## src/inc/gcsdp_map.vh

```
// Register map, field positions and timing counts of the control block
`ifndef GCSDP_MAP_VH
`define GCSDP_MAP_VH

// ********************************************************************
// Register offsets (byte addresses)
// ********************************************************************
`define GC_ADDR_W 17
`define GC_OFF_CTRL 17'h00000
`define GC_OFF_CTRL_ALIAS 17'h00004
`define GC_OFF_STATUS 17'h00008
`define GC_OFF_EXT_CTRL 17'h00018
`define GC_OFF_PIN_CTRL 17'h00020
`define GC_OFF_OD_PIN 17'h00028

// ********************************************************************
// Register selects
// ********************************************************************
`define GC_SEL_NONE 3'h0
`define GC_SEL_CTRL 3'h1
`define GC_SEL_STATUS 3'h2
`define GC_SEL_EXT_CTRL 3'h3
`define GC_SEL_PIN_CTRL 3'h4
`define GC_SEL_OD_PIN 3'h5

// ********************************************************************
// Field positions
// ********************************************************************
`define GC_CTRL_MST_DIS 2
`define GC_CTRL_LINK_RST 3
`define GC_CTRL_DEV_RST 26
`define GC_STAT_PORT_ID_LO 2
`define GC_STAT_MST_EN 19
`define GC_EXT_NO_SNOOP_DISABLE 16
`define GC_EXT_RELAXED_ORDER_DISABLE 17
`define GC_EXT_DRIVER_LOADED_FLAG 28
`define GC_PIN_DATA_LO 0
`define GC_PIN_DIR_LO 8
`define GC_OD_PIN6_IN 0
`define GC_OD_PIN6_DRV 1
`define GC_OD_PIN7_IN 2
`define GC_OD_PIN7_DRV 3

// ********************************************************************
// Reset values
// ********************************************************************
`define GC_RST_MST_DIS 1'h0
`define GC_RST_MST_EN 1'h1
`define GC_RST_NO_SNOOP_DISABLE 1'h0
`define GC_RST_RELAXED_ORDER_DISABLE 1'h0
`define GC_RST_DRIVER_LOADED_FLAG 1'h0
`define GC_RST_PIN_DATA 6'h00
`define GC_RST_PIN_DIR 6'h00
`define GC_RST_OD_DRV 1'h0
`define GC_RST_EEP_DATA 4'h0

// ********************************************************************
// Timing
// ********************************************************************
`define GC_CLK_MHZ 200
`define GC_RST_WAIT_MS 1
// One millisecond of the core clock, sized to the counter
`define GC_RST_CYCLES 18'h30D40
`define GC_CNT_W 18

`endif

```

## src/hdl/gcsdp_regs.v

```verilog
// General control, status and software-definable pin registers
//
// Behaviour
// (RULE1) Control register answers identically at both of its two offsets.
// (RULE2) Master disable set blocks every new master request, manageability too.
// (RULE3) Master enable status reads 0 only when disabled and nothing pending.
// (RULE4) Link reset bit resets MAC, PCS, negotiation and core; self-clears.
// (RULE5) Device reset bit performs full reset, self-clears when done.
// (RULE6) Software resets restore core state, leave host configuration alone.
// (RULE7) Software waits about 1 ms after device reset before any access.
// (RULE8) Status shows two-bit port identifier: 00 first port, 01 second.
// (RULE9) Software writes reserved control bits zero; reserved bits read zero.
// (RULE10) No-snoop disable set suppresses no-snoop attribute on every packet.
// (RULE11) Relaxed-order disable set suppresses relaxed ordering requests.
// (RULE12) Driver sets loaded flag after load, clears on unload; BMC reads it.
// (RULE13) Output-configured pins 0..5 drive their data bit value.
// (RULE14) Input-configured pins 0..5 read back the sampled pin level.
// (RULE15) Direction bits 8..13 select pins 0..5: 0 input, 1 output.
// (RULE16) Direction bits survive software resets; power-on or write only.
// (RULE17) Pin 6 has separate sampled bit and driven bit.
// (RULE18) Pin 7 has separate sampled bit and writable driven bit.
// (RULE19) Pins 0..3 data and direction initial values load from EEPROM.
// (RULE20) Clearing master disable resumes requests and sets status to 1.
`include "gcsdp_map.vh"
`timescale 1ns/1ps
`default_nettype none

module gcsdp_regs #(
  parameter [`GC_CNT_W-1:0] RST_CYCLES = `GC_RST_CYCLES
) (
  input wire sys_clk,
  input wire arst_n,
  input wire reg_wr_en,
  input wire reg_rd_en,
  input wire [`GC_ADDR_W-1:0] reg_addr,
  input wire [31:0] reg_wdata,
  output reg [31:0] reg_rdata,
  output reg reg_rd_valid,
  input wire [1:0] port_identifier,
  input wire mst_req_in,
  input wire mst_pending,
  output wire mst_req_out,
  input wire ns_attr_req,
  output wire ns_attr_out,
  input wire ro_cmd_en,
  input wire ro_attr_req,
  output wire ro_attr_out,
  output wire driver_loaded_flag,
  output wire link_rst_out,
  output wire core_rst_out,
  input wire eep_load,
  input wire [3:0] eep_pin_data,
  input wire [3:0] eep_pin_dir,
  input wire [5:0] software_pin_in,
  output wire [5:0] software_pin_out,
  output wire [5:0] software_pin_oe,
  input wire pin6_in,
  output wire pin6_out,
  output wire pin6_oe,
  input wire pin7_in,
  output wire pin7_out,
  output wire pin7_oe
);

  // ******************************************************************
  // Address decode
  // ******************************************************************
  // Unmapped offsets select nothing: writes vanish, reads give zero
  function [2:0] gc_sel;
    input [`GC_ADDR_W-1:0] addr;
    begin
      case (addr)
        `GC_OFF_CTRL: gc_sel = `GC_SEL_CTRL; // [RULE1]
        `GC_OFF_CTRL_ALIAS: gc_sel = `GC_SEL_CTRL; // [RULE1]
        `GC_OFF_STATUS: gc_sel = `GC_SEL_STATUS;
        `GC_OFF_EXT_CTRL: gc_sel = `GC_SEL_EXT_CTRL;
        `GC_OFF_PIN_CTRL: gc_sel = `GC_SEL_PIN_CTRL;
        `GC_OFF_OD_PIN: gc_sel = `GC_SEL_OD_PIN;
        default: gc_sel = `GC_SEL_NONE;
      endcase
    end
  endfunction

  // ******************************************************************
  // State
  // ******************************************************************
  reg mst_dis_r;
  reg mst_en_r;
  reg link_busy_r;
  reg dev_busy_r;
  reg [`GC_CNT_W-1:0] rst_cnt_r;
  reg no_snoop_disable_r;
  reg relaxed_order_disable_r;
  reg driver_loaded_flag_r;
  reg [5:0] pin_data_r;
  reg [5:0] pin_dir_r;
  // Last EEPROM image, reapplied to pins 0..3 by software resets
  reg [3:0] eep_data_r;
  reg pin6_drv_r;
  reg pin7_drv_r;
  localparam [`GC_CNT_W-1:0] CNT_ZERO = {`GC_CNT_W{1'b0}};

  wire [2:0] wr_sel;
  wire [2:0] rd_sel;
  wire busy;
  wire wr_ok;
  wire wr_ctrl;
  wire start_link;
  wire start_dev;
  wire sw_rst;
  wire wr_ext;
  wire wr_pin;
  wire wr_od;
  wire [5:0] pin_rd;

  // One decode for both directions keeps the alias in a single place
  assign wr_sel = gc_sel(reg_addr);
  assign rd_sel = gc_sel(reg_addr);
  assign busy = link_busy_r | dev_busy_r;
  // Writes during a reset run are dropped; software must not issue them
  assign wr_ok = reg_wr_en & ~busy; // [RULE7]
  assign wr_ctrl = wr_ok & (wr_sel == `GC_SEL_CTRL);
  assign start_link = wr_ctrl & reg_wdata[`GC_CTRL_LINK_RST];
  assign start_dev = wr_ctrl & reg_wdata[`GC_CTRL_DEV_RST];
  assign sw_rst = start_link | start_dev;
  assign wr_ext = wr_ok & (wr_sel == `GC_SEL_EXT_CTRL);
  assign wr_pin = wr_ok & (wr_sel == `GC_SEL_PIN_CTRL);
  assign wr_od = wr_ok & (wr_sel == `GC_SEL_OD_PIN);

  // ******************************************************************
  // Software reset sequencer
  // ******************************************************************
  always @(posedge sys_clk or negedge arst_n) begin
    if (!arst_n) begin
      link_busy_r <= 1'b0;
      dev_busy_r <= 1'b0;
      rst_cnt_r <= CNT_ZERO;
    end else if (sw_rst) begin
      link_busy_r <= start_link; // [RULE4]
      dev_busy_r <= start_dev; // [RULE5]
      // Busy drops writes, so a start always finds the counter idle
      rst_cnt_r <= RST_CYCLES - 1'b1;
    end else if (busy) begin
      if (rst_cnt_r == CNT_ZERO) begin
        link_busy_r <= 1'b0; // [RULE4]
        dev_busy_r <= 1'b0; // [RULE5]
      end else begin
        rst_cnt_r <= rst_cnt_r - 1'b1;
      end
    end
  end

  // Device reset covers the link too; host config is not in this block
  assign link_rst_out = busy; // [RULE4] [RULE5]
  assign core_rst_out = busy; // [RULE6]

  // ******************************************************************
  // Master request gating
  // ******************************************************************
  always @(posedge sys_clk or negedge arst_n) begin
    if (!arst_n) begin
      mst_dis_r <= `GC_RST_MST_DIS;
      mst_en_r <= `GC_RST_MST_EN;
    end else begin
      if (sw_rst) begin
        mst_dis_r <= `GC_RST_MST_DIS; // [RULE6]
      end else if (wr_ctrl) begin
        mst_dis_r <= reg_wdata[`GC_CTRL_MST_DIS]; // [RULE20]
      end
      // Drops only once disabled and the pending count has drained
      mst_en_r <= ~(mst_dis_r & ~mst_pending); // [RULE3] [RULE20]
    end
  end

  // Gated at the source, so no request slips out after the write lands
  assign mst_req_out = mst_req_in & ~mst_dis_r; // [RULE2]

  // ******************************************************************
  // Extended control and attribute gating
  // ******************************************************************
  always @(posedge sys_clk or negedge arst_n) begin
    if (!arst_n) begin
      no_snoop_disable_r <= `GC_RST_NO_SNOOP_DISABLE;
      relaxed_order_disable_r <= `GC_RST_RELAXED_ORDER_DISABLE;
      driver_loaded_flag_r <= `GC_RST_DRIVER_LOADED_FLAG;
    end else if (sw_rst) begin
      no_snoop_disable_r <= `GC_RST_NO_SNOOP_DISABLE; // [RULE6]
      relaxed_order_disable_r <= `GC_RST_RELAXED_ORDER_DISABLE; // [RULE6]
      // Management must not trust a driver that did not see this reset
      driver_loaded_flag_r <= `GC_RST_DRIVER_LOADED_FLAG; // [RULE6]
    end else if (wr_ext) begin
      no_snoop_disable_r <= reg_wdata[`GC_EXT_NO_SNOOP_DISABLE];
      relaxed_order_disable_r <= reg_wdata[`GC_EXT_RELAXED_ORDER_DISABLE];
      driver_loaded_flag_r <= reg_wdata[`GC_EXT_DRIVER_LOADED_FLAG]; // [RULE12]
    end
  end

  assign ns_attr_out = ns_attr_req & ~no_snoop_disable_r; // [RULE10]
  assign ro_attr_out = ro_attr_req & ro_cmd_en & ~relaxed_order_disable_r; // [RULE11]
  assign driver_loaded_flag = driver_loaded_flag_r; // [RULE12]

  // ******************************************************************
  // Software-definable pins
  // ******************************************************************
  always @(posedge sys_clk or negedge arst_n) begin
    if (!arst_n) begin
      pin_data_r <= `GC_RST_PIN_DATA;
      pin_dir_r <= `GC_RST_PIN_DIR;
      eep_data_r <= `GC_RST_EEP_DATA;
      pin6_drv_r <= `GC_RST_OD_DRV;
      pin7_drv_r <= `GC_RST_OD_DRV;
    end else begin
      if (eep_load) begin
        // EEPROM image replaces the fixed constants for pins 0..3
        eep_data_r <= eep_pin_data; // [RULE19]
        pin_data_r[3:0] <= eep_pin_data; // [RULE19]
        pin_dir_r[3:0] <= eep_pin_dir; // [RULE19]
      end else if (sw_rst) begin
        // Direction deliberately kept across software resets
        pin_data_r <= {2'h0, eep_data_r}; // [RULE6] [RULE16]
        // Open-drain pads driven low again, as after power-on
        pin6_drv_r <= `GC_RST_OD_DRV;
        pin7_drv_r <= `GC_RST_OD_DRV;
      end else begin
        if (wr_pin) begin
          pin_data_r <= reg_wdata[`GC_PIN_DATA_LO +: 6]; // [RULE13]
          pin_dir_r <= reg_wdata[`GC_PIN_DIR_LO +: 6]; // [RULE15]
        end
        if (wr_od) begin
          pin6_drv_r <= reg_wdata[`GC_OD_PIN6_DRV]; // [RULE17]
          pin7_drv_r <= reg_wdata[`GC_OD_PIN7_DRV]; // [RULE18]
        end
      end
    end
  end

  assign software_pin_out = pin_data_r; // [RULE13]
  assign software_pin_oe = pin_dir_r; // [RULE15]
  assign pin_rd = (pin_dir_r & pin_data_r) |
                  (~pin_dir_r & software_pin_in); // [RULE14]

  // ******************************************************************
  // Open-drain pads: only the low level is ever driven
  // ******************************************************************
  assign pin6_out = 1'b0;
  assign pin6_oe = ~pin6_drv_r; // [RULE17]
  assign pin7_out = 1'b0;
  assign pin7_oe = ~pin7_drv_r; // [RULE18]

  // ******************************************************************
  // Read path
  // ******************************************************************
  // Reads stay legal during a reset run; busy bits show its progress
  reg [31:0] rd_nxt;

  always @* begin
    rd_nxt = 32'h00000000; // [RULE9]
    case (rd_sel)
      `GC_SEL_CTRL: begin
        rd_nxt[`GC_CTRL_MST_DIS] = mst_dis_r;
        rd_nxt[`GC_CTRL_LINK_RST] = link_busy_r; // [RULE4]
        rd_nxt[`GC_CTRL_DEV_RST] = dev_busy_r; // [RULE5]
      end
      `GC_SEL_STATUS: begin
        rd_nxt[`GC_STAT_PORT_ID_LO +: 2] = port_identifier; // [RULE8]
        rd_nxt[`GC_STAT_MST_EN] = mst_en_r; // [RULE3]
      end
      `GC_SEL_EXT_CTRL: begin
        rd_nxt[`GC_EXT_NO_SNOOP_DISABLE] = no_snoop_disable_r;
        rd_nxt[`GC_EXT_RELAXED_ORDER_DISABLE] = relaxed_order_disable_r;
        rd_nxt[`GC_EXT_DRIVER_LOADED_FLAG] = driver_loaded_flag_r;
      end
      `GC_SEL_PIN_CTRL: begin
        rd_nxt[`GC_PIN_DATA_LO +: 6] = pin_rd; // [RULE14]
        rd_nxt[`GC_PIN_DIR_LO +: 6] = pin_dir_r;
      end
      `GC_SEL_OD_PIN: begin
        rd_nxt[`GC_OD_PIN6_IN] = pin6_in; // [RULE17]
        rd_nxt[`GC_OD_PIN6_DRV] = pin6_drv_r;
        rd_nxt[`GC_OD_PIN7_IN] = pin7_in; // [RULE18]
        rd_nxt[`GC_OD_PIN7_DRV] = pin7_drv_r;
      end
      default: rd_nxt = 32'h00000000;
    endcase
  end

  always @(posedge sys_clk or negedge arst_n) begin
    if (!arst_n) begin
      reg_rdata <= 32'h00000000;
      reg_rd_valid <= 1'b0;
    end else begin
      // Data holds until the next read, so a slow master may sample late
      reg_rd_valid <= reg_rd_en;
      if (reg_rd_en) begin
        reg_rdata <= rd_nxt;
      end
    end
  end

endmodule

`default_nettype wire

```

## config.mk

```make
export PLATFORM = sky130hd
export DESIGN_NAME = gcsdp_regs
export DESIGN_NICKNAME = d
export VERILOG_FILES = /design/src/hdl/gcsdp_regs.v
export VERILOG_INCLUDE_DIRS = /design/src /design/src/inc
export SDC_FILE = /design/constraint.sdc
export NUM_CORES = 1
export LEC_CHECK = 0
export ABC_AREA = 0
export BUFFER_PORTS_ARGS = -buffer_cell sky130_fd_sc_hd__buf_2
export CAP_MARGIN = 20
export CORE_ASPECT_RATIO = 0.9
export CORE_UTILIZATION = 49
export DETAILED_ROUTE_END_ITERATION = 10
export PLACE_DENSITY_LB_ADDON = 0.05
export SKIP_CTS_REPAIR_TIMING = 1
export SYNTH_ARGS = -nofsm -noshare
export SYNTH_HDL_FRONTEND = slang
export SYNTH_SLANG_ARGS = --single-unit
export TNS_END_PERCENT = 100
```

## constraint.sdc

```tcl
create_clock -name sys_clk -period 2.5 [get_ports sys_clk]
set_clock_uncertainty 0.15 [all_clocks]
set_input_delay 0.5 -clock sys_clk [delete_from_list [all_inputs] [get_ports sys_clk]]
set_output_delay 0.5 -clock sys_clk [all_outputs]
set_load 0.01 [all_outputs]
```

==> impl.org, run 1 <==
** Route
- Dividing the detail-routed wire length by the instance count gives 16.0 um.
- In this run the remaining antenna-violating nets after routing total 0.
- Via-per-instance ratio :: 5.57
- After detailed routing, the number of remaining DRC violations is 0.
- Detailed Routing Iterations Pass 1 :: 4
- Detailed-route via count :: 3016
- In this run, the number of DRC markers left after iteration 0 of detailed routing was 183.
- The routed design has 8670 um of wire.

** Global route
- Antenna violations before repair :: 0
- Total GRT Usage :: 25.0%
- Largest net degree at the start of global routing :: 62
- Summed over all layers, the global routing overflow is 0.
- Global-route wire length before repair :: 13200 um
- Vias in the first global route :: 2632

** Synth
- Counting distinct cell types in the post-synthesis netlist gives 51.
- Synthesized area divided by synthesized cell count :: 9.90 um2
- Sequential fraction of the synthesis area :: 45.9%
- Cell count after synthesis :: 336
- After Yosys synthesis, and, or, nand and nor cells account for 17.2% of the synthesized area.
- Fraction of the mapped netlist area in compound gates :: 21.2%
- Mux contribution to synthesized area :: 7.41%
- Yosys Warn Count :: 0
- Async set-or-reset flop fraction in the synthesized netlist :: 100%
- The synthesized netlist occupies a cell area of 3330 um2.
- Yosys reg bits :: 61
- Of the total synthesized cell area, the portion taken by full adders, half adders and majority gates is 0.376%.
- Summing the areas of all xor and xnor instances in the mapped netlist gives 0% of the synthesized area.
- In this run, synthesis inferred 0 flip-flops with an integrated enable.
- Main combinational cell family by area after synthesis :: compound AO/OA/AOI/OAI gates
- For this run, the leading register cell type out of synthesis is sky130_fd_sc_hd__dfrtp_1.

** Cells and area
- The library cell used most frequently in the layout, excluding fill and tap cells, is sky130_fd_sc_hd__buf_2.
- Fillers :: 553
- In the final design database the tool counted 524 nets.
- In the layout the commonest cells are sky130_fd_sc_hd__buf_2 (98), sky130_fd_sc_hd__dfrtp_1 (60), sky130_fd_sc_hd__buf_4 (20).
- Antenna diodes :: 0
- Share of layout cells above drive strength 1 :: 33.5%
- Area growth from synthesis to final layout :: 25.5%

** Timing
- The worst path in the final design needs a cycle of 2.41 ns, including I/O delays and setup.
- Static timing analysis puts the maximum clock frequency at 0.415 GHz.
- The max-slew violation count was 0.
- Headroom to the max-slew limit came out at 61.9%.
- Total Negative Setup Slacks :: 0 ns
- The number of hold violations in the final report is 0.
- Setup violations remaining at the end of the flow were counted as 0.
- Setup repair after global routing left no endpoint under its margin.
- The worst path uses 96.5% of the clock period.
- At the pin with the least slew margin, the transition time is 0.566 ns.

** Clock network
- CTS built an H-tree with a depth of 3.
- Register clock-pin slew on the reported worst setup and hold paths :: 0.07 ns
- Clk sink count :: 61
- Counting the buffers created by CTS gives 9.
- TritonCTS clock tree :: yes
- The clock passes through at most 2 buffers.
- For the worst-skew pair, the clock arrives at the later sink with an insertion delay of 0.33 ns.
- Root buffer selected by CTS :: sky130_fd_sc_hd__clkbuf_8

** Pwr
- Summed over all cells, the static leakage comes to 2.00 nW.
- Power per cell area :: 515 nW/um2
- Across the VDD grid, the largest voltage drop is 0.360 mV.
- Final Power :: 2.15 mW

** Run
- Max-capacitance violation count :: 0

** Critical path
- The critical path in this run is classified as reg2reg.
- The critical path contains buffers and inverters numbering 0 combined.
- STA classifies the critical path startpoint as a register.
- CP max stage cell :: sky130_fd_sc_hd__or4_4
- Walking the worst path, the cells encountered are or4_4 > or4_4 > or4_1 > a21oi_1.
- Critical path arrival :: 2.52 ns
- Worst path top cell family by delay :: simple AND/OR/NAND/NOR gates
- Counting stages on the worst path, the most repeated cell is sky130_fd_sc_hd__or4_4.
- The worst setup path is captured at a register.
- On the worst path, the slowest cell contributes a delay of 0.62 ns.
- Biggest fanout along the worst timing path :: 14
- STA puts the critical path data required time at 2.61 ns.

** Die
- The floorplan step defined a core boundary enclosing 6550 um2.
- In this run the vertical extent of the chip is 80.2 um.
- Die area :: 7120 um2
- During I/O placement, the number of pins put on the boundary was 132.
- The floorplan step set the die width to 88.8 um.
- Row generation in the floorplan step produced 28 rows.
- The initial utilization of the core area, before any placement, comes to 50.8%.

** Placement
- Buffers added on ports :: 98
- At the end of routability-driven placement, the weighted congestion stood at 0.902.
- Detailed placement ended at an HPWL of 6380 um.

** Min path
- Class of the worst hold path :: in2async

** Status
- Run status :: complete, no violations
path summary, 6_finish.rpt:
check / startpoint / to / slack [ns] / cells after the start
worst max-delay path: rst_cnt_r[8]$_DFFE_PN0P_ / rst_cnt_r[14]$_DFFE_PN0P_ / 0.09 / 4
worst min-delay path: arst_n / reg_rdata[8]$_DFFE_PN0P_ / 0.02 / 2
worst max register to register: rst_cnt_r[8]$_DFFE_PN0P_ / rst_cnt_r[14]$_DFFE_PN0P_ / 0.09 / 4
worst min register to register: reg_rdata[5]$_DFFE_PN0P_ / reg_rdata[5]$_DFFE_PN0P_ / 0.33 / 1
max in group asynchronous: arst_n / mst_en_r$_DFF_PN1_ / 1.87 / 2
min in group sys_clk: mst_pending / mst_en_r$_DFF_PN1_ / 0.23 / 2
registers in the layout, indices dropped and copies added, names as in the netlist:
name,count
driver_loaded_flag,1
no_snoop_disable_r,1
link_busy_r,1
rst_cnt_r,18
mst_dis_r,1
reg_rdata,17
mst_en_r,1
relaxed_order_disable_r,1
software_pin_out,6
pin6_drv_r,1
reg_rd_valid,1
software_pin_oe,6
pin7_drv_r,1
eep_data_r,4
dev_busy_r,1
final cells by class:
type,count,area (um2),share of cell area [%]
Clock buffer,13,169,4.05
Clock inverter,3,42.5,1.02
Inverter,14,52.6,1.26
Multi-Input combinational cell,241,1610,38.6
Sequential cell,61,1530,36.6
Tap cell,90,113,2.70
Timing Repair Buffer,119,661,15.8
logic make-up (layout without fill, tap and decap cells):
group                    after synthesis  after routing
multiplexers                          24             24
adder cells (fa/ha/maj)                1              1
other                                  1             17
AND/OR/NAND/NOR                      101            101
flip-flops                            61             61
AO/OA/AOI/OAI                         98             98
buffers and inverters                 50            149
Yosys cell counts, types with 4 or more instances:
library cell | instances | area [um2]
sky130_fd_sc_hd__a21oi_1 | 17 | 85.1
sky130_fd_sc_hd__a22o_1 | 11 | 96.3
sky130_fd_sc_hd__a2bb2oi_1 | 4 | 35.0
sky130_fd_sc_hd__a41oi_1 | 4 | 35.0
sky130_fd_sc_hd__buf_4 | 18 | 135
sky130_fd_sc_hd__clkbuf_1 | 17 | 63.8
sky130_fd_sc_hd__dfrtp_1 | 60 | 1500
sky130_fd_sc_hd__inv_1 | 13 | 48.8
sky130_fd_sc_hd__mux2_2 | 5 | 56.3
sky130_fd_sc_hd__mux2i_1 | 19 | 190
sky130_fd_sc_hd__nand2_1 | 15 | 56.3
sky130_fd_sc_hd__nand3_1 | 7 | 35.0
sky130_fd_sc_hd__nor2_1 | 16 | 60.1
sky130_fd_sc_hd__nor3_1 | 17 | 85.1
sky130_fd_sc_hd__nor4_1 | 8 | 50.1
sky130_fd_sc_hd__o211ai_1 | 5 | 37.5
sky130_fd_sc_hd__o21ai_0 | 16 | 80.1
sky130_fd_sc_hd__o2bb2ai_1 | 7 | 61.3
sky130_fd_sc_hd__o31ai_1 | 15 | 113
sky130_fd_sc_hd__or2_2 | 4 | 25.0
sky130_fd_sc_hd__or4_1 | 6 | 45.0
power breakdown:
group          switching, mW  leakage, nW  internal [mW]
sequential            0.0176        0.732           1.01
clock                  0.380        0.106          0.541
combinational          0.119         1.17         0.0864
metrics by stage:
stage                     setup WS, ns  instances  util [%]  hold slack (ns)  instance area, um2
final                           0.0879        541      63.7           0.0226                4180
after detailed placement        0.0689        525      60.4            0.324                3960
after global placement           0.104        525      60.4            0.315                3960
after floorplan                  0.101        352         -           0.0544                3390
after CTS                       0.0735        541      63.6           0.0190                4170
after global routing            0.0203        541      63.7           0.0365                4180
layer usage:
layer  wire length (um)  GRT usage [%]  vias up
met3                611           4.83       16
met2               3740           37.2      125
li1                   -              -     1469
met5                  0              0        -
met1               4160           35.9     1406
met4                161           9.19        0
worst reg2reg max path: stages (launching register included):
cell and delay [ns]:
sky130_fd_sc_hd__dfrtp_1 0.38, sky130_fd_sc_hd__or4_4 0.56, sky130_fd_sc_hd__or4_4 0.62, sky130_fd_sc_hd__or4_1 0.49
sky130_fd_sc_hd__a21oi_1 0.15
No activity file was read; power rests on OpenSTA's default activity.
==> inputs of run 2 (changes only) <==
--- a/config.mk
+++ b/config.mk
@@ -11,6 +11,8 @@
 export CAP_MARGIN = 20
 export CORE_ASPECT_RATIO = 0.9
+export CORE_MARGIN = 4
 export CORE_UTILIZATION = 49
 export DETAILED_ROUTE_END_ITERATION = 10
+export GPL_ROUTABILITY_DRIVEN = 0
 export PLACE_DENSITY_LB_ADDON = 0.05
 export SKIP_CTS_REPAIR_TIMING = 1
==> constraint.sdc (replaced) <==
create_clock -name sys_clk -period 2.5 [get_ports sys_clk]
set_clock_uncertainty 0.15 [all_clocks]
set_input_delay 0.25 -clock sys_clk [delete_from_list [all_inputs] [get_ports sys_clk]]
set_output_delay 0.25 -clock sys_clk [all_outputs]
set_load 0.01 [all_outputs]
==> run 2 against run 1 <==
Critical path depth did not move; wire length up 10%; via count increased by 3.6%; total power shrank 8.1%; sequential share of layout area decreased by 0.53 points; clock power decreased by 21%; sequential power hardly changed; global-route usage shrank 1.6 points; fmax decreased by 0.21%; sequential cell count unchanged; register-to-register slack is essentially flat; clock-buffer cell count shrank 4; critical path type unchanged; critical endpoint unchanged.
==> impl.org, run 2 (same netlist as run 1, synthesis figures left out) <==
** Status
- Run status :: complete, no violations

** Pwr
- The post-route total power came to 1.98 mW (-8.1%).
- Internal cell power :: 1.45 mW (-11%)
- Clock network fraction of design power :: 36.8% (-6.0 points)
- Part of the total power dissipated in sequential elements :: 51.8% (+4.2 points)
- Power per cell area :: 466 nW/um2 (-9.4%)
- Static leakage power :: 2.02 nW (+0.77%)
- The total net switching power was 527 uW (+2.1%).
- The net switching share of the total power came to 26.7% (+2.7 points).
- Share of total power in combinational logic :: 11.4% (+1.8 points)
- The worst vdd rail ir drop is 0.360 mV (about the same).

** Timing
- Fin. Hold Viols :: 0 (unchanged)
- Crit share post-route :: 96.7% (+0.20 points)
- Slew at the pin with the worst max-slew slack :: 0.578 ns (+0.0122 ns)
- Setup repair after global routing left no endpoint under its margin.
- The highest clock frequency the design can meet came to 0.414 GHz (-0.21%).
- The worst slew margin relative to its limit came to 61.1% (-0.82 points).
- The sum of negative setup slack came to 0 ns (unchanged).
- The count of final setup violators was 0 (unchanged).
- Shortest period the worst path allows :: 2.42 ns (+0.00502 ns)
- Number of max-slew violations in the final report :: 0 (unchanged)

** Clock network
- The worst-skew pair later-pin latency came to 0.34 ns (about the same).
- The cell sitting at the root of the clock tree is a sky130_fd_sc_hd__clkbuf_8.
- The total clock buffers created by CTS is 9 (unchanged).
- TritonCTS clock tree :: yes
- The CTS H-tree depth came to 3 (unchanged).
- The clock sink total was 61 (unchanged).
- The clock transition at the registers of the reported paths is 0.07 ns (about the same).
- The number of buffers between clock root and the deepest sink came to 2 (unchanged).

** Route
- Total Wirelength :: 9550 um (+10%)
- Violation count after the first detailed-routing iteration :: 156 (-15%)
- The count of vias placed by the detailed router is 3124 (+3.6%).
- Routed wirelength normalized by instance count :: 17.3 um (+8.2%)
- Detailed Routing Iterations Pass 1 :: 4 (unchanged)
- Detail Route Antenna Nets :: 0 (unchanged)
- The mean number of vias per cell was 5.67 (+1.7%).
- Number of design rule violations left after detail routing :: 0 (unchanged)

** Critical path
- Worst EP required :: 2.62 ns (about the same)
- Critical Path Stages :: 4 (unchanged)
- The cell depth of the worst flop-to-flop path was 4 (unchanged).
- Biggest fanout along the worst timing path :: 12 (-2)
- In this design, the critical path's most frequently occurring cell is sky130_fd_sc_hd__or4_4.
- Critical path cell sequence :: or4_4 > or4_4 > or4_1 > a21oi_1
- Delay of the slowest cell on the worst path :: 0.62 ns (about the same)
- Critical path buffer and inverter count :: 0 (unchanged)
- Setup crit start kind :: register
- The data arrival time of the critical path is 2.54 ns (+0.02 ns).
- CP max stage cell :: sky130_fd_sc_hd__or4_4
- STA classifies the critical path endpoint as a register.
- The cell family contributing the most delay on the critical path is simple AND/OR/NAND/NOR gates.
- The worst setup path is of the reg2reg kind.

** Global route
- The initial antenna violation count is 0 (unchanged).
- Overflow after GRT :: 0 (unchanged)
- Largest net degree at the start of global routing :: 39 (-37%)
- The overall track demand over capacity in global routing is 23.4% (-1.6 points).
- The wire length of the first global-routing pass is 14700 um (+11%).
- Vias in the first global route :: 2949 (+12%)

** Cells and area
- The largest registers in the layout are rst_cnt_r x18, reg_rdata x17.
- The flip-flop count of the largest register after layout was 18 (unchanged).
- In the layout the commonest cells are sky130_fd_sc_hd__buf_2 (98), sky130_fd_sc_hd__dfrtp_1 (60), sky130_fd_sc_hd__mux2i_1 (19).
- The fraction of layout instances using a drive strength above 1 came to 31.5% (-2.0 points).
- Area of the multi-input gates :: 1600 um2 (-0.54%)
- The library cell used most frequently in the layout, excluding fill and tap cells, is sky130_fd_sc_hd__buf_2.
- The area growth from synthesis to layout is 27.4%.
- The area taken by flip-flops and latches was 1530 um2 (unchanged).
- The final cell utilization of the core was 64.3% (+0.59 points).
- Antenna diodes :: 0 (unchanged)
- The number of nets in the layout is 536 (+2.3%).
- The post-layout instance count excluding filler cells was 551 (+1.8%).
- The number of fillers in the final layout was 602 (+8.9%).
- The register with the most flip-flops in the final layout is rst_cnt_r.

** Placement
- Total half-perimeter wirelength after legalization and detailed placement :: 6940 um (+8.7%)
- Placed Cells :: 522 (-0.57%)
- Buffers added on ports :: 98 (unchanged)

** Min path
- Class of the worst hold path :: in2reg
- Hold path depth :: 3

** Die
- Initial core utilization :: 50.5% (-0.27 points)
- Vertical extent of the die :: 86.2 um (+7.5%)
- Die area :: 8170 um2 (+15%)
- The number of rows in the core area is 28 (unchanged).
- Ports placed on the boundary :: 132 (unchanged)
- The die boundary width was 94.8 um (+6.8%).
- The core area was 6590 um2 (+0.53%).

** Run
- The count of max-cap constraint violations was 0 (unchanged).
## run 2: final cells by class
type / count / area share [%]
timing repair buffer: 131 / 18.6
clock buffer: 9 / 2.92
sequential: 61 / 36.1
tap: 90 / 2.66
inverter: 14 / 1.24
multi-input combinational: 241 / 37.8
clock inverter: 5 / 0.709
## run 2: stage by stage
step / setup WS (ns) / hold slack [ns] / area [um2]
after floorplan: 0.195 / -0.196 / 3390
after global placement: 0.104 / 0.129 / 3930
after detailed placement: 0.0565 / 0.130 / 3930
after CTS: 0.0600 / -0.241 / 4090
after global routing: 0.00654 / 0.00386 / 4240
final: 0.0829 / 0.00114 / 4240
## run 2: worst min-delay path: stages
cell,delay (ns)
sky130_fd_sc_hd__buf_2,0.07
sky130_fd_sc_hd__nand2_1,0.06
sky130_fd_sc_hd__o21ai_0,0.07
## run 2: path summary, 6_finish.rpt
kind	start	end	slack, ns
max	rst_cnt_r[9]$_DFFE_PN0P_	rst_cnt_r[14]$_DFFE_PN0P_	0.08
min	eep_pin_data[3]	eep_data_r[3]$_DFFE_PN0P_	0.001
max reg2reg	rst_cnt_r[9]$_DFFE_PN0P_	rst_cnt_r[14]$_DFFE_PN0P_	0.08
min reg2reg	rst_cnt_r[4]$_DFFE_PN0P_	rst_cnt_r[4]$_DFFE_PN0P_	0.33
max in group asynchronous	arst_n	mst_en_r$_DFF_PN1_	1.26
min in group asynchronous	arst_n	reg_rdata[8]$_DFFE_PN0P_	0.28
## run 2: per-layer routing
metal  GRT usage, %  part of all wire, %  routed length, um  vias to the layer above
met5              0                    0                  0                        -
met4           6.03                  1.5                144                        0
met3           6.40                  7.7                735                       13
met2           35.1                   44               4250                      118
met1           33.5                   46               4420                     1503
li1               -                    -                  -                     1490
## run 2: power groups by stage
stage | Combinational, mW | Sequential, mW | Clock, mW
after floorplan | 0.106 | 1.04 | 0
after global placement | 0.204 | 1.04 | 0
after detailed placement | 0.206 | 1.04 | 0
after CTS | 0.207 | 1.02 | 0.746
after global routing | 0.251 | 1.03 | 0.805
final | 0.225 | 1.02 | 0.727
==> inputs of run 3 (changes only) <==
- CORE_ASPECT_RATIO: 0.9 -> 0.6
==> run 3 against run 2 <==
First-iteration DRC count rose by 69%; critical endpoint is now rst_cnt_r[0]$_DFFE_PN0P_; hold slack got worse by 0.0053 ns; critical path type unchanged; the run now ends with negative hold slack left; largest power group is now the clock network; combinational power fell by 6%; sequential share of layout area rose by 0.053 points; sequential cell count did not move; wire length fell by 2.5%.
==> impl.org, run 3 (same netlist as run 1, synthesis figures left out) <==
** Status
- The flow ran to the end, but the final reports show violations.
- The final reports fail on negative hold slack.

** Pwr
- Worst IR drop on VDD :: 0.379 mV (+5.3%)
- The total power divided by cell area was 579 nW/um2 (+24%).
- Final Power :: 2.45 mW (+24%)
- The static leakage came to 2.03 nW (+0.62%).

** Critical path
- For this design, the slowest cell found on the critical path is sky130_fd_sc_hd__or4_4.
- Critical Path Stages :: 4 (unchanged)
- End of the critical path :: rst_cnt_r[0]$_DFFE_PN0P_
- The worst setup path is launched from a register.
- Delay of the slowest cell on the worst path :: 0.63 ns (about the same)
- Crit Path Class :: reg2reg
- Biggest fanout along the worst timing path :: 13 (+1)
- The most numerous cell type found on the critical path is sky130_fd_sc_hd__or4_4.
- Worst path top cell family by delay :: simple AND/OR/NAND/NOR gates
- Critical path cell sequence :: or4_4 > or4_4 > o21ai_0 > mux2i_1
- STA classifies the critical path endpoint as a register.
- Worst R2R End :: rst_cnt_r[0]$_DFFE_PN0P_
- Critical path buffer and inverter count :: 0 (unchanged)
- First element of the critical path :: rst_cnt_r[8]$_DFFE_PN0P_
- Path depth of the worst reg2reg path :: 4 (unchanged)
- The flop-to-flop setup slack was 0.08 ns (about the same).
- Source of the worst register-to-register timing path :: rst_cnt_r[8]$_DFFE_PN0P_
- The critical path required time was 2.59 ns (-0.03 ns).
- Critical path arrival :: 2.51 ns (-0.03 ns)

** Timing
- Total Negative Setup Slacks :: 0 ns (unchanged)
- The number of hold violations in the final report is 1 (+1).
- Slew at the pin with the worst max-slew slack :: 0.778 ns (+0.200 ns)
- Crit share post-route :: 96.9% (+0.20 points)
- Unrepaired setup endpoints after global routing :: no
- Number of max-slew violations in the final report :: 0 (unchanged)
- The count of final setup violators was 0 (unchanged).
- The worst slew margin relative to its limit was 47.9% (-13 points).
- The time the final worst path needs with I/O delays and setup came to 2.42 ns (+0.00511 ns).
- The minimum hold slack is -0.00413 ns (-0.00526 ns).
- Highest attainable clock frequency :: 0.413 GHz (-0.21%)

** Cells and area
- In the layout the commonest cells are sky130_fd_sc_hd__buf_2 (98), sky130_fd_sc_hd__dfrtp_1 (60), sky130_fd_sc_hd__mux2i_1 (19).
- Area growth from synthesis to final layout :: 27.2%
- The flip-flop count of the largest register after layout came to 18 (unchanged).
- Registers with the most flip-flops :: rst_cnt_r x18, reg_rdata x17
- Share of layout cells above drive strength 1 :: 32.3% (+0.84 points)
- The library cell used most frequently in the layout, excluding fill and tap cells, is sky130_fd_sc_hd__buf_2.
- The count of antenna diodes in the layout was 0 (unchanged).
- Register containing the most flip-flops in the final layout :: rst_cnt_r
- The final cell utilization of the core is 66.8% (+2.5 points).
- Layout Nets :: 522 (-2.6%)

** Clock network
- The clock transition at the registers of the reported paths is 0.05 ns (-0.02 ns).
- Root buffer selected by CTS :: sky130_fd_sc_hd__clkbuf_16
- The clock sink total came to 61 (unchanged).
- Number of levels in the clock H-tree :: 3 (unchanged)
- Insertion delay to the later sink of the worst-skew pair :: 0.32 ns (-0.02 ns)
- Total CTS buffers :: 9 (unchanged)
- The number of buffers between clock root and the deepest sink came to 2 (unchanged).
- TritonCTS clock tree :: yes

** Min path
- The worst hold path belongs to the class in2reg.
- Hold path depth :: 2 (-1)

** Die
- Die area :: 8210 um2 (+0.51%)
- The starting utilization of the core area was 52.5% (+2.0 points).
- The core area was 6330 um2 (-3.9%).
- Vertical extent of the die :: 71.8 um (-17%)
- The top-level port count is 132 (unchanged).
- The number of rows in the core area came to 22 (-21%).
- The die boundary width is 114 um (+21%).

** Route
- The routed length per instance was 17.5 um (+0.81%).
- The routed wire length is 9310 um (-2.5%).
- The number of DRC violations after detailed-routing iteration 0 came to 264 (+69%).
- The mean number of vias per cell was 5.85 (+3.2%).
- The residual antenna-violating net count after detailed routing came to 0 (unchanged).
- Detailed-route via count :: 3118 (-0.19%)
- Detailed Routing Iterations Pass 1 :: 5 (+1)
- The count of unresolved DRC violations after routing came to 0 (unchanged).

** Placement
- The post-detailed-placement half-perimeter wirelength was 6880 um (-0.75%).
- The port buffer count is 98 (unchanged).

** Run
- The count of max-cap constraint violations came to 0 (unchanged).

** Global route
- The overall overflow remaining after global route was 0 (unchanged).
- The via count of the first global-routing pass is 2851 (-3.3%).
- Largest net degree at the start of global routing :: 62 (+59%)
- The initial antenna violation count was 0 (unchanged).
- The overall track demand over capacity in global routing was 22.8% (-0.60 points).
- Global-route wire length before repair :: 14700 um (about the same)
[run 3: cell count changes in the layout (fill, tap and decap cells not counted)]
cell,previous run,this run
sky130_fd_sc_hd__buf_4,17,16
sky130_fd_sc_hd__clkinv_2,3,4
sky130_fd_sc_hd__dlygate4sd3_1,15,2
sky130_fd_sc_hd__clkbuf_8,9,1
sky130_fd_sc_hd__clkbuf_16,0,9
sky130_fd_sc_hd__clkbuf_1,0,1
sky130_fd_sc_hd__clkinvlp_4,2,0
sky130_fd_sc_hd__bufinv_16,0,1
[run 3: metrics by stage]
stage,instance area [um2],worst slack (ns),std cells
after floorplan,3390,0.195,352
after global placement,3920,0.102,515
after detailed placement,3920,0.0637,515
after CTS,4210,0.0656,531
after global routing,4230,0.00584,533
final,4230,0.0777,533
[run 3: cell type report]
type	instances	area, um2
tap	84	105
multi-input combinational	241	1600
timing repair buffer	117	651
sequential	61	1530
fill	537	2100
inverter	14	52.6
clock inverter	5	50.0
clock buffer	11	243
[run 3: how the worst min path moves through the flow]
| stage | from | endpoint | slack (ns) |
|---|---|---|---|
| 3_3_place_gp | arst_n | reg_rdata[10]$_DFFE_PN0P_ | 0.14 |
| 4_1_cts | arst_n | reg_rdata[10]$_DFFE_PN0P_ | -0.20 |
| 6_report | reg_wdata[5] | software_pin_out[5]$_DFFE_PN0P_ | -0.004 |
| 3_5_place_dp | arst_n | reg_rdata[10]$_DFFE_PN0P_ | 0.13 |
| 2_1_floorplan | arst_n | dev_busy_r$_DFFE_PN0P_ | -0.20 |
| 5_1_grt | reg_wdata[5] | software_pin_out[5]$_DFFE_PN0P_ | 0.0004 |
[run 3: layer usage]
layer	part of all wire [%]	track usage, %	routed length, um	up-vias
li1	-	-	-	1457
met1	47	35.3	4420	1463
met2	40	31.0	3700	184
met3	12	6.58	1100	14
met4	1.0	5.53	93	0
met5	0	0	0	-
[run 3: where the power goes]
part	total, mW	internal, mW	switching [mW]
sequential	1.02	1.01	0.0170
clock	1.21	0.791	0.424
combinational	0.211	0.0874	0.124
